==> src/rtl/ise_pkg.sv <==
// constants of the two-wire slave receive engine
package ise_pkg;
  localparam logic [7:0] OFS_ADDR_MODE = 8'h00;
  localparam logic [7:0] OFS_CTRL      = 8'h04;
  localparam logic [7:0] OFS_STAT      = 8'h08;
  localparam logic [7:0] OFS_MASK      = 8'h0C;
  localparam logic [7:0] OFS_DATA      = 8'h10;
  localparam logic [7:0] OFS_DIV       = 8'h14;
  // control register bits
  localparam int CT_BUS_EN   = 0;
  localparam int CT_IRQ_EN   = 1;
  localparam int CT_MASTER   = 2;
  localparam int CT_TRANSMIT = 3;
  localparam int CT_ACKCTL   = 4;
  localparam int CT_RANGE    = 5;
  localparam int CT_ACKMODE  = 6;
  localparam int CT_BUSY     = 7;
  // bus mode register fields
  localparam int MD_ORDER = 7;
  localparam int MD_WAIT  = 6;
  localparam int MD_CKS   = 3;
  // status bits, sticky, write one to clear
  localparam int ST_DONE  = 0;
  localparam int ST_START = 1;
  localparam int ST_STOP  = 2;
  localparam int ST_W     = 3;
  localparam logic [ST_W-1:0] MASK_RST = 3'h1;
  localparam logic [7:0] OWN_ADDR_RST = 8'h00;
  localparam logic [7:0] MODE_RST     = 8'h00;
  localparam logic [3:0] BITS_BYTE    = 4'h8;
  localparam logic [3:0] BITS_LAST_TX = 4'h7;
  // base divisor of the transfer clock, in sys_clk cycles; value is arbitrary
  localparam logic [11:0] DIV_BASE = 12'h01C;
  typedef enum logic [2:0] {
    ISE_IDLE, ISE_RECV, ISE_ACK, ISE_HOLD, ISE_TX, ISE_TXACK, ISE_SKIP
  } ise_state_e;
endpackage

==> src/rtl/ise_slave_engine.sv <==
// two-wire bus slave receive engine with ahb-lite register port
`timescale 1ns/100ps
// Function
// - the transfer clock divisor follows the three clock select bits and the range bit.
// - the interrupt is raised while the transfer done flag is set and both its mask bit and the interrupt enable bit are one.
// - master select and transmit select both zero put the engine in slave reception.
// - with acknowledge control and acknowledge mode both zero every received data byte is acknowledged.
// - a start condition sets the bus busy flag.
// - the first byte is compared with the own address and a match acknowledges and sets done.
// - the clock line is held low from the ninth falling clock edge until the data is read in reception, or until it is written in transmission.
// - reading the data register releases the clock line for the next byte in reception; in transmission writing it does.
// - a stop condition clears the bus busy flag.
// - after its address the engine receives when the read/write bit is zero, and transmits data when it is one.
// - with bus enable set the shared offset reaches the mode register, else the address one.
// - a read/write bit of one in the address byte sets transmit select.
module ise_slave_engine
  import ise_pkg::*;
(
  input  wire logic        sys_clk,
  input  wire logic        rst,
  input  wire logic        hsel,
  input  wire logic [31:0] haddr,
  input  wire logic [1:0]  htrans,
  input  wire logic        hwrite,
  input  wire logic [2:0]  hsize,
  input  wire logic [31:0] hwdata,
  input  wire logic        hready,
  output logic             hreadyout,
  output logic             hresp,
  output logic [31:0]      hrdata,
  input  wire logic        scl_i,
  output logic             scl_o,
  output logic             scl_oe,
  input  wire logic        sda_i,
  output logic             sda_o,
  output logic             sda_oe,
  output logic             irq
);
  import ise_pkg::*;

  typedef struct packed {
    logic            hready;
    logic [31:0]     hrdata;
    logic            ph_wr;
    logic            ph_rd;
    logic [7:0]      ph_addr;
    logic [7:0]      own_addr;
    logic [7:0]      mode;
    logic [7:0]      ctrl;
    logic [ST_W-1:0] stat;
    logic [ST_W-1:0] mask;
    logic            irq;
    logic            scl_s1;
    logic            scl_s2;
    logic            scl_p;
    logic            sda_s1;
    logic            sda_s2;
    logic            sda_p;
    ise_state_e      st;
    logic            addr_phase;
    logic [3:0]      bitcnt;
    logic [7:0]      shift;
    logic [7:0]      data;
    logic [7:0]      txd;
    logic            scl_oe;
    logic            sda_oe;
  } ise_state_s;

  ise_state_s s_q;
  ise_state_s s_d;

  logic scl_rise;
  logic scl_fall;
  logic start_det;
  logic stop_det;

  // edges are read from the second and third stage only, never the first
  assign scl_rise  = s_q.scl_s2 & ~s_q.scl_p;
  assign scl_fall  = ~s_q.scl_s2 & s_q.scl_p;
  assign start_det = s_q.scl_s2 & s_q.scl_p & ~s_q.sda_s2 & s_q.sda_p;
  assign stop_det  = s_q.scl_s2 & s_q.scl_p & s_q.sda_s2 & ~s_q.sda_p;

  function automatic logic [11:0] clk_div(input logic [2:0] cks, input logic range);
    logic [11:0] d;
    d = DIV_BASE << cks;
    if (range) begin
      d = d << 1;
    end
    return d;
  endfunction

  function automatic logic [7:0] shift_in(input logic [7:0] sr, input logic b,
                                          input logic lsb_first);
    if (lsb_first) begin
      return {b, sr[7:1]};
    end
    return {sr[6:0], b};
  endfunction

  always_comb begin
    logic [31:0]     rdv;
    logic [ST_W-1:0] clr;
    logic [ST_W-1:0] set;
    logic            rd_data;
    logic            wr_data;
    logic            engine_on;
    logic            match;
    rdv       = 32'h0000_0000;
    clr       = '0;
    set       = '0;
    rd_data   = 1'b0;
    wr_data   = 1'b0;
    match     = 1'b0;
    engine_on = s_q.ctrl[CT_BUS_EN] & ~s_q.ctrl[CT_MASTER];
    s_d       = s_q;
    s_d.scl_s1 = scl_i;
    s_d.scl_s2 = s_q.scl_s1;
    s_d.scl_p  = s_q.scl_s2;
    s_d.sda_s1 = sda_i;
    s_d.sda_s2 = s_q.sda_s1;
    s_d.sda_p  = s_q.sda_s2;

    // data phase of a write: zero wait states
    s_d.ph_wr = 1'b0;
    if (s_q.ph_wr) begin
      case (s_q.ph_addr)
        OFS_ADDR_MODE: begin
          if (s_q.ctrl[CT_BUS_EN]) begin
            s_d.mode = hwdata[7:0] & 8'hF8;
          end else begin
            s_d.own_addr = hwdata[7:0];
          end
        end
        OFS_CTRL: begin
          s_d.ctrl = {s_q.ctrl[CT_BUSY], hwdata[6:0]};
        end
        OFS_STAT: begin
          clr = hwdata[ST_W-1:0];
        end
        OFS_MASK: begin
          s_d.mask = hwdata[ST_W-1:0];
        end
        OFS_DATA: begin
          s_d.txd = hwdata[7:0];
          wr_data = 1'b1;
        end
        default: begin
        end
      endcase
    end

    // read takes one wait state so a preceding write is always visible
    if (s_q.ph_rd) begin
      case (s_q.ph_addr)
        OFS_ADDR_MODE: begin
          rdv[7:0] = s_q.ctrl[CT_BUS_EN] ? s_q.mode : s_q.own_addr;
        end
        OFS_CTRL: begin
          rdv[7:0] = s_q.ctrl;
        end
        OFS_STAT: begin
          rdv[ST_W-1:0] = s_q.stat;
        end
        OFS_MASK: begin
          rdv[ST_W-1:0] = s_q.mask;
        end
        OFS_DATA: begin
          rdv[7:0] = s_q.data;
          rd_data  = 1'b1;
        end
        OFS_DIV: begin
          rdv[11:0] = clk_div(s_q.mode[MD_CKS +: 3], s_q.ctrl[CT_RANGE]);
        end
        default: begin
          rdv = 32'h0000_0000;
        end
      endcase
      s_d.hrdata = rdv;
      s_d.hready = 1'b1;
      s_d.ph_rd  = 1'b0;
    end

    // address phase
    if (hsel && hready && htrans[1]) begin
      s_d.ph_addr = haddr[7:0];
      if (hwrite) begin
        s_d.ph_wr = 1'b1;
      end else begin
        s_d.ph_rd  = 1'b1;
        s_d.hready = 1'b0;
      end
    end

    if (!s_q.ctrl[CT_BUS_EN]) begin
      s_d.ctrl[CT_BUSY] = 1'b0;
    end else if (start_det) begin
      s_d.ctrl[CT_BUSY] = 1'b1;
      set[ST_START]     = 1'b1;
    end else if (stop_det) begin
      s_d.ctrl[CT_BUSY] = 1'b0;
      set[ST_STOP]      = 1'b1;
    end

    if (!engine_on) begin
      s_d.st     = ISE_IDLE;
      s_d.scl_oe = 1'b0;
      s_d.sda_oe = 1'b0;
    end else if (start_det) begin
      // a repeated start also lands here and restarts address reception
      s_d.st         = ISE_RECV;
      s_d.addr_phase = 1'b1;
      s_d.bitcnt     = 4'h0;
      s_d.scl_oe     = 1'b0;
      s_d.sda_oe     = 1'b0;
    end else if (stop_det) begin
      s_d.st     = ISE_IDLE;
      s_d.scl_oe = 1'b0;
      s_d.sda_oe = 1'b0;
    end else begin
      case (s_q.st)
        ISE_RECV: begin
          if (scl_rise) begin
            s_d.shift  = shift_in(s_q.shift, s_q.sda_s2, s_q.mode[MD_ORDER]);
            s_d.bitcnt = s_q.bitcnt + 4'h1;
          end else if (scl_fall && s_q.bitcnt == BITS_BYTE) begin
            if (s_q.addr_phase) begin
              match = (s_q.shift[7:1] == s_q.own_addr[7:1]) && !s_q.own_addr[0];
              if (match) begin
                s_d.data   = s_q.shift;
                s_d.sda_oe = 1'b1;
                s_d.st     = ISE_ACK;
                s_d.ctrl[CT_TRANSMIT] = s_q.shift[0];
              end else begin
                s_d.st = ISE_SKIP;
              end
            end else begin
              s_d.data   = s_q.shift;
              s_d.sda_oe = ~s_q.ctrl[CT_ACKCTL] & ~s_q.ctrl[CT_ACKMODE];
              s_d.st     = ISE_ACK;
            end
          end
        end
        ISE_ACK: begin
          if (scl_rise) begin
            set[ST_DONE] = 1'b1;
          end else if (scl_fall) begin
            s_d.sda_oe     = 1'b0;
            s_d.scl_oe     = 1'b1;
            s_d.st         = ISE_HOLD;
            s_d.addr_phase = 1'b0;
            s_d.bitcnt     = 4'h0;
          end
        end
        ISE_HOLD: begin
          // receive waits on a data read, transmit on a data write
          if (s_d.ctrl[CT_TRANSMIT] && wr_data) begin
            s_d.shift  = hwdata[7:0];
            s_d.sda_oe = ~hwdata[7];
            s_d.st     = ISE_TX;
          end else if (!s_d.ctrl[CT_TRANSMIT] && rd_data) begin
            s_d.scl_oe = 1'b0;
            s_d.st     = ISE_RECV;
          end
        end
        ISE_TX: begin
          // clock freed a cycle after the first bit so data leads the rising clock
          s_d.scl_oe = 1'b0;
          if (scl_fall) begin
            s_d.shift  = {s_q.shift[6:0], 1'b0};
            s_d.bitcnt = s_q.bitcnt + 4'h1;
            if (s_q.bitcnt == BITS_LAST_TX) begin
              s_d.sda_oe = 1'b0;
              s_d.st     = ISE_TXACK;
            end else begin
              s_d.sda_oe = ~s_q.shift[6];
            end
          end
        end
        ISE_TXACK: begin
          // master acknowledge lands in acknowledge control
          if (scl_rise) begin
            s_d.ctrl[CT_ACKCTL] = s_q.sda_s2;
            set[ST_DONE]        = 1'b1;
          end else if (scl_fall) begin
            s_d.scl_oe = 1'b1;
            s_d.bitcnt = 4'h0;
            s_d.st     = ISE_HOLD;
          end
        end
        ISE_SKIP, ISE_IDLE: begin
          s_d.sda_oe = 1'b0;
          s_d.scl_oe = 1'b0;
        end
        default: begin
          s_d.st = ISE_IDLE;
        end
      endcase
    end

    // a flag set by hardware wins over the clear in the same cycle
    s_d.stat = (s_q.stat & ~clr) | set;
    s_d.irq  = |(s_q.stat & s_q.mask & {{(ST_W-1){1'b1}}, s_q.ctrl[CT_IRQ_EN]});
  end

  always_ff @(posedge sys_clk) begin
    if (rst) begin
      s_q            <= '0;
      s_q.hready     <= 1'b1;
      s_q.own_addr   <= OWN_ADDR_RST;
      s_q.mode       <= MODE_RST;
      s_q.mask       <= MASK_RST;
      s_q.st         <= ISE_IDLE;
      s_q.scl_s1     <= 1'b1;
      s_q.scl_s2     <= 1'b1;
      s_q.scl_p      <= 1'b1;
      s_q.sda_s1     <= 1'b1;
      s_q.sda_s2     <= 1'b1;
      s_q.sda_p      <= 1'b1;
    end else begin
      s_q <= s_d;
    end
  end

  // open-drain pins only ever pull low
  assign hreadyout = s_q.hready;
  assign hresp     = 1'b0;
  assign hrdata    = s_q.hrdata;
  assign scl_o     = 1'b0;
  assign sda_o     = 1'b0;
  assign scl_oe    = s_q.scl_oe;
  assign sda_oe    = s_q.sda_oe;
  assign irq       = s_q.irq;
endmodule

==> config.mk <==
export PLATFORM = sky130hd
export DESIGN_NAME = ise_slave_engine
export DESIGN_NICKNAME = d
export VERILOG_FILES = /design/src/rtl/ise_pkg.sv /design/src/rtl/ise_slave_engine.sv
export SDC_FILE = /design/constraint.sdc
export NUM_CORES = 1
export LEC_CHECK = 0
export BUFFER_PORTS_ARGS = -buffer_cell sky130_fd_sc_hd__buf_2
export CAP_MARGIN = 25
export CORE_UTILIZATION = 42
export DETAILED_ROUTE_END_ITERATION = 12
export GPL_ROUTABILITY_DRIVEN = 0
export PLACE_DENSITY_LB_ADDON = 0.15
export RECOVER_POWER = 50
export SLEW_MARGIN = 20
export SYNTH_ARGS = -nofsm -noshare
export SYNTH_HDL_FRONTEND = slang
export SYNTH_SLANG_ARGS = --single-unit
==> constraint.sdc <==
create_clock -name sys_clk -period 2 [get_ports sys_clk]
set_input_delay 0.1 -clock sys_clk [delete_from_list [all_inputs] [get_ports sys_clk]]
set_output_delay 0.1 -clock sys_clk [all_outputs]
set_load 0.02 [all_outputs]
==> results by group, run 1 <==
Placement
  – DP HPWL: about 9 mm
  – Pre-CTS WS: 0.0315 ns
  – Buffers added on ports: 39

Global route
  – GRT Overall Usage: between 20 and 25%
  – Wire length of the first global-routing pass: between 20 and 25 mm
  – Number of global-route vias before repair: about 4000
  – Total gr overflow: 0
  – Largest net degree at the start of global routing: 30
  – Initial antenna violation count: 0

Setup path
  – Cell chain of the critical path: nor4b_4 > nand2_1 > o31ai_4 > buf_4 > a21oi_1 > a311oi_1
  – R2R Path End: s_q[25]$_SDFFE_PP0P_
  – R2R cell count: 6
  – Critical path fanouts, max: 8
  – Critical path data required time: 2.27 ns
  – CP arrival: 2.11 ns
  – Slowest CP cell: nor4b_4
  – CP Launch Type: flop
  – CP endpoint kind: flop
  – R2R setup slack: 0.16 ns
  – Crit path kind: flop to flop
  – Slowest Stage Delay on Critical Path: between 0.4 and 0.5 ns
  – Worst R2R Start: s_q[78]$_SDFFE_PP0P_

Layout
  – Area delta synth->final: 13.8%
  – Multi-input gate area: approximately 2600 um^2
  – Final net count: 688
  – Diodes inserted: 0
  – Most frequent cells in the layout: 82 x dfxtp_1, 67 x a21oi_1, 67 x nand2_1
  – Most common library cell in the layout ignoring fill and taps: dfxtp_1
  – Register area: roughly 1700 um^2
  – Share of cells above drive strength 1: around 16%
  – Filler instances: approximately 1100

Timing
  – Worst Setup Slack, final: around 0.16 ns
  – Tmin final: 1.84 ns
  – Period utilization: between 90% and 100%
  – Clock Skews: approximately 0.018 ns
  – Unrepaired setup endpoints after global routing: no
  – Max Fclk: about 540 MHz
  – Final setup viols: 0
  – Final hold violations: 0
  – Setup TNS: 0 ns
  – Slew HR: around an eighth
  – Worst-Margin Slew: between 1 and 1.5 ns
  – Max-slew violations: 0

Logic synthesis
  – Fraction of registers with async set or reset after synthesis: 0%
  – Post-Syn Instances: 556
  – Sequential area share after synthesis: around 36%
  – Ys flop type: dfxtp_1
  – Avg Cell Area, Syn: a little over 8 um^2
  – Mapped cell area: about 4600 um^2
  – Synth top area share: between 30 and 40%
  – Flops & latches, synth: 83
  – Synthesis Warnings: 0
  – Distinct cell type count after synthesis: 75
  – Cell taking the most area after synthesis: dfxtp_1
  – Post-synth EDFFs: 0
  – Top cells by area, synth: dfxtp_1 36%, a21oi_1 7.3%, buf_4 6.0%

Power and ir drop
  – Pleak: approximately 1.9 nW
  – Power Dens Cells: between 600 and 700 nW/um^2
  – IR drop worst, VDD: 0.000386 V

Job
  – Max-cap violations: 0

Die
  – Total core area: about 10000 um^2
  – # IOs: between 100 and 150
  – Row Count: 37
  – Die area: 11400 um^2
  – Initial core utilization: 44.0%
  – Chip height: ~110 um
  – Die Wd: 107 um

Clock network
  – CTS Buf Count: 9
  – Skew-Pair Late Insertion Delay: 0.37 ns
  – Root Driver: clkbuf_8
  – H-tree depth: 3
  – Clk sink count: 83
  – TritonCTS clock tree: yes
  – Reg clk slew, reported paths: 0.09 ns
  – Worst-case clock buffer depth: 2

Routing
  – Avg WL per Cell: about 16 um
  – 1st-iter DRT viols: 184
  – Via density: 5.50
  – Via count: between 4000 and 5000
  – Total routed wirelength: ~12 mm
  – TritonRoute pass-1 iters: 5
  – DRC Markers: 0
  – Routed Antenna Nets: 0

Worst hold path
  – Min-delay src: hwdata[7]
  – WHS Path Cells: 3
  – WHS Endpoint: s_q[70]$_SDFFE_PP0P_
  – Tightest Hold Check Type: primary input to flop

Status
  – Outcome: finished, final reports clean
## synth_stat cells (11+ instances only)
library cell,n
nor2_1,40
mux2i_1,20
nand2_1,67
nand3_1,12
a311oi_1,11
a21oi_1,67
buf_4,37
inv_1,11
dfxtp_1,83
clkbuf_1,16
nor3_1,13
## flip-flops by register name (all words and copies together) (netlist names)
signal and flops:
irq 1, hrdata 12, scl_oe 1, sda_oe 1, s_q 63, hreadyout 1
s_d 4
## power by group
group | internal [W] | leakage, nW | switching, W
Clock | 0.000745 | 0.114 | 0.000631
Sequential | 0.00167 | 0.671 | 0.0000200
Combinational | 0.0000890 | 1.12 | 0.000177
Total | 0.00250 | 1.90 | 0.000828
## critical path, delay by kind of cell (launching register included)
family | cells | cell delay, ns
and+or+nand+nor | 2 | 0.61
AOI/OAI and AO/OA | 3 | 0.57
DFF | 1 | 0.37
buffers and inverters | 1 | 0.20
## stage by stage
| stage | util, % | cell area (um^2) | power, W | hold WS [ns] | std cells |
|---|---|---|---|---|---|
| after global placement | 46.9 | 4910 | 0.00197 | 0.285 | 723 |
| final | 50.1 | 5240 | 0.00333 | 0.0358 | 751 |
| after CTS | 50.1 | 5240 | 0.00336 | 0.0170 | 750 |
| after floorplan | - | 4690 | 0.00192 | 0.189 | 578 |
| after detailed placement | 46.9 | 4910 | 0.00197 | 0.284 | 723 |
| after global routing | 50.1 | 5240 | 0.00346 | 0.0298 | 751 |
## cell families (layout without fill, tap and decap cells)
| kind of cell | count (synthesis) | count (layout) | synth area share [%] |
|---|---|---|---|
| AND/OR/NAND/NOR | 204 | 204 | 24.3 |
| XOR/XNOR | 8 | 8 | 1.52 |
| AO/OA/AOI/OAI | 159 | 159 | 22.8 |
| flip-flops | 83 | 83 | 36.1 |
| multiplexers | 22 | 22 | 4.84 |
| other | 1 | 23 | 0.0814 |
| adder cells (fa/ha/maj) | 2 | 2 | 0.543 |
| buffers and inverters | 77 | 114 | 9.86 |
## cell type report
type	instances	share of cell area [%]
clock buffer	11	2.70
tap	136	3.25
inverter	12	0.860
multi-input combinational	418	49.4
sequential	83	31.7
clock inverter	5	1.65
timing repair buffer	86	10.4
## routing by layer
metal / routed length [um] / up-vias / track usage (%) / part of all wire [%]
met5: 0 / - / 0 / 0
li1: - / 2056 / - / -
met1: 5610 / 1953 / 30.1 / 46
met2: 5980 / 101 / 38.8 / 49
met3: 498 / 18 / 4.50 / 4.1
met4: 190 / 0 / 6.56 / 1.5
## repair_timing
item,in CTS,in global routing
resized for setup,0,4
endpoints found under the hold margin,12,0
setup buffers,0,1
hold buffers,11,0
setup endpoints to repair,0,19
## how the worst max path moves through the flow
| stage | start | endpoint | slack, ns | depth (start not counted) |
|---|---|---|---|---|
| floorplan | s_q[78]$_SDFFE_PP0P_ | s_q[63]$_SDFFE_PP0P_ | 0.26 | 6 |
| global route | s_q[32]$_SDFFE_PP0P_ | sda_oe$_SDFFE_PP0P_ | 0.004 | 6 |
| CTS | s_q[78]$_SDFFE_PP0P_ | s_q[25]$_SDFFE_PP0P_ | 0.02 | 5 |
| global placement | s_q[78]$_SDFFE_PP0P_ | s_q[23]$_SDFFE_PP0P_ | 0.09 | 5 |
| finish | s_q[78]$_SDFFE_PP0P_ | s_q[25]$_SDFFE_PP0P_ | 0.16 | 6 |
| detailed placement | s_q[78]$_SDFFE_PP0P_ | s_q[25]$_SDFFE_PP0P_ | 0.03 | 5 |
No activity file was read; power rests on OpenSTA's default activity.
==> run 2, diff against run 1 <==
--- a/config.mk
+++ b/config.mk
@@ -10,7 +10,7 @@
 export CORE_UTILIZATION = 42
 export DETAILED_ROUTE_END_ITERATION = 12
 export GPL_ROUTABILITY_DRIVEN = 0
-export PLACE_DENSITY_LB_ADDON = 0.15
+export PLACE_DENSITY = 0.65
 export RECOVER_POWER = 50
 export SLEW_MARGIN = 20
 export SYNTH_ARGS = -nofsm -noshare
==> run 2 against run 1 <==
  * Maximum frequency shrank 2.2%
  * Critical path depth shrank 1
  * Flip-flop and latch count is the same
  * Total power grew 2.4%
  * Via count grew 2.4%
  * Register-to-register slack lost 0.04 ns
  * Hold slack lost 0.010 ns
  * Clock power grew 6%
  * Global-route usage shrank 0.31 points
  * Largest cell class unchanged
==> results by group, run 2 (synthesis gave the netlist of run 1 again) <==
Die
  – Initial core utilization: 44.0% (unchanged)
  – Chip height: 107 um (unchanged)
  – Total core area: 10500 um^2 (unchanged)
  – Row Count: 37 (unchanged)
  – # IOs: 115 (unchanged)
  – Die area: 11400 um^2 (unchanged)
  – Die Wd: 107 um (unchanged)

Routing
  – DRC Markers: 0 (unchanged)
  – 1st-iter DRT viols: 232 (+26%)
  – Via count: 4227 (+2.4%)
  – TritonRoute pass-1 iters: 5 (unchanged)
  – Total routed wirelength: 12.4 mm (+1.1%)
  – Routed Antenna Nets: 0 (unchanged)
  – Avg WL per Cell: 16.6 um (+1.7%)
  – Via density: 5.66 (+2.9%)

Global route
  – Number of global-route vias before repair: 4087 (+2.3%)
  – Wire length of the first global-routing pass: 20.2 mm (-1.2%)
  – GRT Overall Usage: 22.8% (-0.31 points)
  – Total gr overflow: 0 (unchanged)
  – Largest net degree at the start of global routing: 39 (+30%)
  – Initial antenna violation count: 0 (unchanged)

Timing
  – Unrepaired setup endpoints after global routing: no
  – Period utilization: 94.1% (+2.1 points)
  – Worst Setup Slack, final: 0.118 ns (-0.0410 ns)
  – Final setup viols: 0 (unchanged)
  – Max Fclk: 531 MHz (-2.2%)
  – Clock Skews: 0.0144 ns (-0.00379 ns)
  – Setup TNS: 0 ns (unchanged)
  – Slew HR: 5.03% (-6.8 points)
  – Max-slew violations: 0 (unchanged)
  – Final hold violations: 0 (unchanged)
  – Worst hold slack: 0.0255 ns (-0.0103 ns)
  – Tmin final: 1.88 ns (+0.0410 ns)
  – Worst-Margin Slew: 1.42 ns (+0.102 ns)

Job
  – Max-cap violations: 0 (unchanged)

Power and ir drop
  – Reg power frac: 49.4% (-1.3 points)
  – Switching Share: 24.4% (-0.44 points)
  – IR drop worst, VDD: 0.000390 V (+0.81%)
  – Logic pwr share: 7.7% (-0.3 points)
  – Cell internal pwr: 0.00258 W (+3.0%)
  – Net Sw Power: 0.000834 W (+0.65%)
  – Power Dens Cells: 654 nW/um^2 (+3.0%)
  – Clock share of power: 42.9% (+1.6 points)
  – Pleak: 1.89 nW (-0.86%)
  – Power after layout: 0.00341 W (+2.4%)

Clock network
  – TritonCTS clock tree: yes
  – CTS Buf Count: 9 (unchanged)
  – Worst-case clock buffer depth: 2 (unchanged)
  – Skew-Pair Late Insertion Delay: 0.36 ns (about the same)
  – Root Driver: clkbuf_8
  – Setup bufs post-CTS: 0 (unchanged)
  – Clk sink count: 83 (unchanged)
  – Reg clk slew, reported paths: 0.09 ns (about the same)
  – H-tree depth: 3 (unchanged)

Setup path
  – CP Launch Type: flop
  – CP endpoint kind: flop
  – Cell chain of the critical path: xor2_1 > nor4_1 > a21boi_1 > a211oi_1 > mux2i_1
  – Slowest CP cell: nor4_1
  – CP arrival: 2.18 ns (+0.07 ns)
  – Slowest Stage Delay on Critical Path: 0.47 ns (+0.06 ns)
  – Critical path data required time: 2.29 ns (+0.02 ns)
  – Crit path kind: flop to flop
  – Critical path fanouts, max: 5 (-3)

Placement
  – DP HPWL: 8.89 mm (-1.7%)
  – Placed Area: 4880 um^2 (-0.46%)
  – Pre-CTS WS: 0.0714 ns (+0.0398 ns)
  – Buffers added on ports: 39 (unchanged)

Worst hold path
  – Tightest Hold Check Type: primary input to flop

Layout
  – Diodes inserted: 0 (unchanged)
  – Most frequent cells in the layout: 80 x dfxtp_1, 67 x a21oi_1, 67 x nand2_1
  – Max FFs per register: 63 (unchanged)
  – Final Cell Area: 5210 um^2 (-0.55%)
  – Biggest register: s_q
  – Final net count: 684 (-0.58%)
  – Area delta synth->final: 13.2%
  – Most common library cell in the layout ignoring fill and taps: dfxtp_1
  – Share of cells above drive strength 1: 16.4% (-0.056 points)

Status
  – Outcome: finished, final reports clean
==> run 2: cell count changes in the layout (fill, tap and decap cells not counted), moves of 2 or more <==
cell | previous run | this run
buf_4 | 33 | 28
dfxtp_1 | 82 | 80
clkinv_4 | 3 | 1
clkinv_2 | 0 | 2
dfxtp_2 | 1 | 3
==> run 2: repair_timing <==
action,CTS,global route
setup endpoints to repair,0,19
hold buffers,11,0
resized for setup,0,6
hold endpoints to repair,13,0
==> run 2: worst paths after layout <==
| path | from | endpoint | slack (ns) | depth (start not counted) |
|---|---|---|---|---|
| worst min-delay path | hwdata[6] | s_q[69]$_SDFFE_PP0P_ | 0.03 | 3 |
| worst max-delay path | s_q[23]$_SDFFE_PP0P_ | sda_oe$_SDFFE_PP0P_ | 0.12 | 5 |
| worst max register to register | s_q[23]$_SDFFE_PP0P_ | sda_oe$_SDFFE_PP0P_ | 0.12 | 5 |
| worst min register to register | s_d[35]$_SDFF_PP1_ | s_d[34]$_SDFF_PP1_ | 0.42 | 1 |
==> run 2: layout make-up <==
type                       count  area (um^2)
fill                        1016         5250
tap                          136          170
clock inverter                 7          116
sequential                    83         1670
multi-input combinational    418         2580
inverter                      12         45.0
timing repair buffer          82          510
clock buffer                   9          124
==> run 2: power by group through the flow <==
stage          logic (W)  clock network (W)  registers, W
3_3_place_gp    0.000237                  0       0.00172
4_1_cts         0.000259            0.00149       0.00168
2_1_floorplan   0.000203                  0       0.00172
3_5_place_dp    0.000243                  0       0.00172
5_1_grt         0.000283            0.00157       0.00169
6_report        0.000262            0.00146       0.00168
==> run 2: worst max-delay path: cells and delay by family (launching register included) <==
kind	cells	cell delay (ns)
compound gates	2	0.57
xor+xnor	1	0.18
flops	1	0.38
mux	1	0.21
simple gates	1	0.47
==> run 2: stage by stage <==
stage	instances	util, %
after detailed placement	720	46.7
after global routing	747	49.8
final	747	49.8
after floorplan	578	-
after CTS	747	50.0
after global placement	720	46.7
==> run 2: layer usage <==
| layer | vias to the layer above | track usage, % | part of all wire [%] | wire [um] |
|---|---|---|---|---|
| met4 | 0 | 10.2 | 2.3 | 289 |
| met1 | 2009 | 27.9 | 44 | 5450 |
| met5 | - | 0 | 0 | 0 |
| met3 | 25 | 4.56 | 5.1 | 638 |
| li1 | 2053 | - | - | - |
| met2 | 140 | 38.5 | 49 | 6040 |
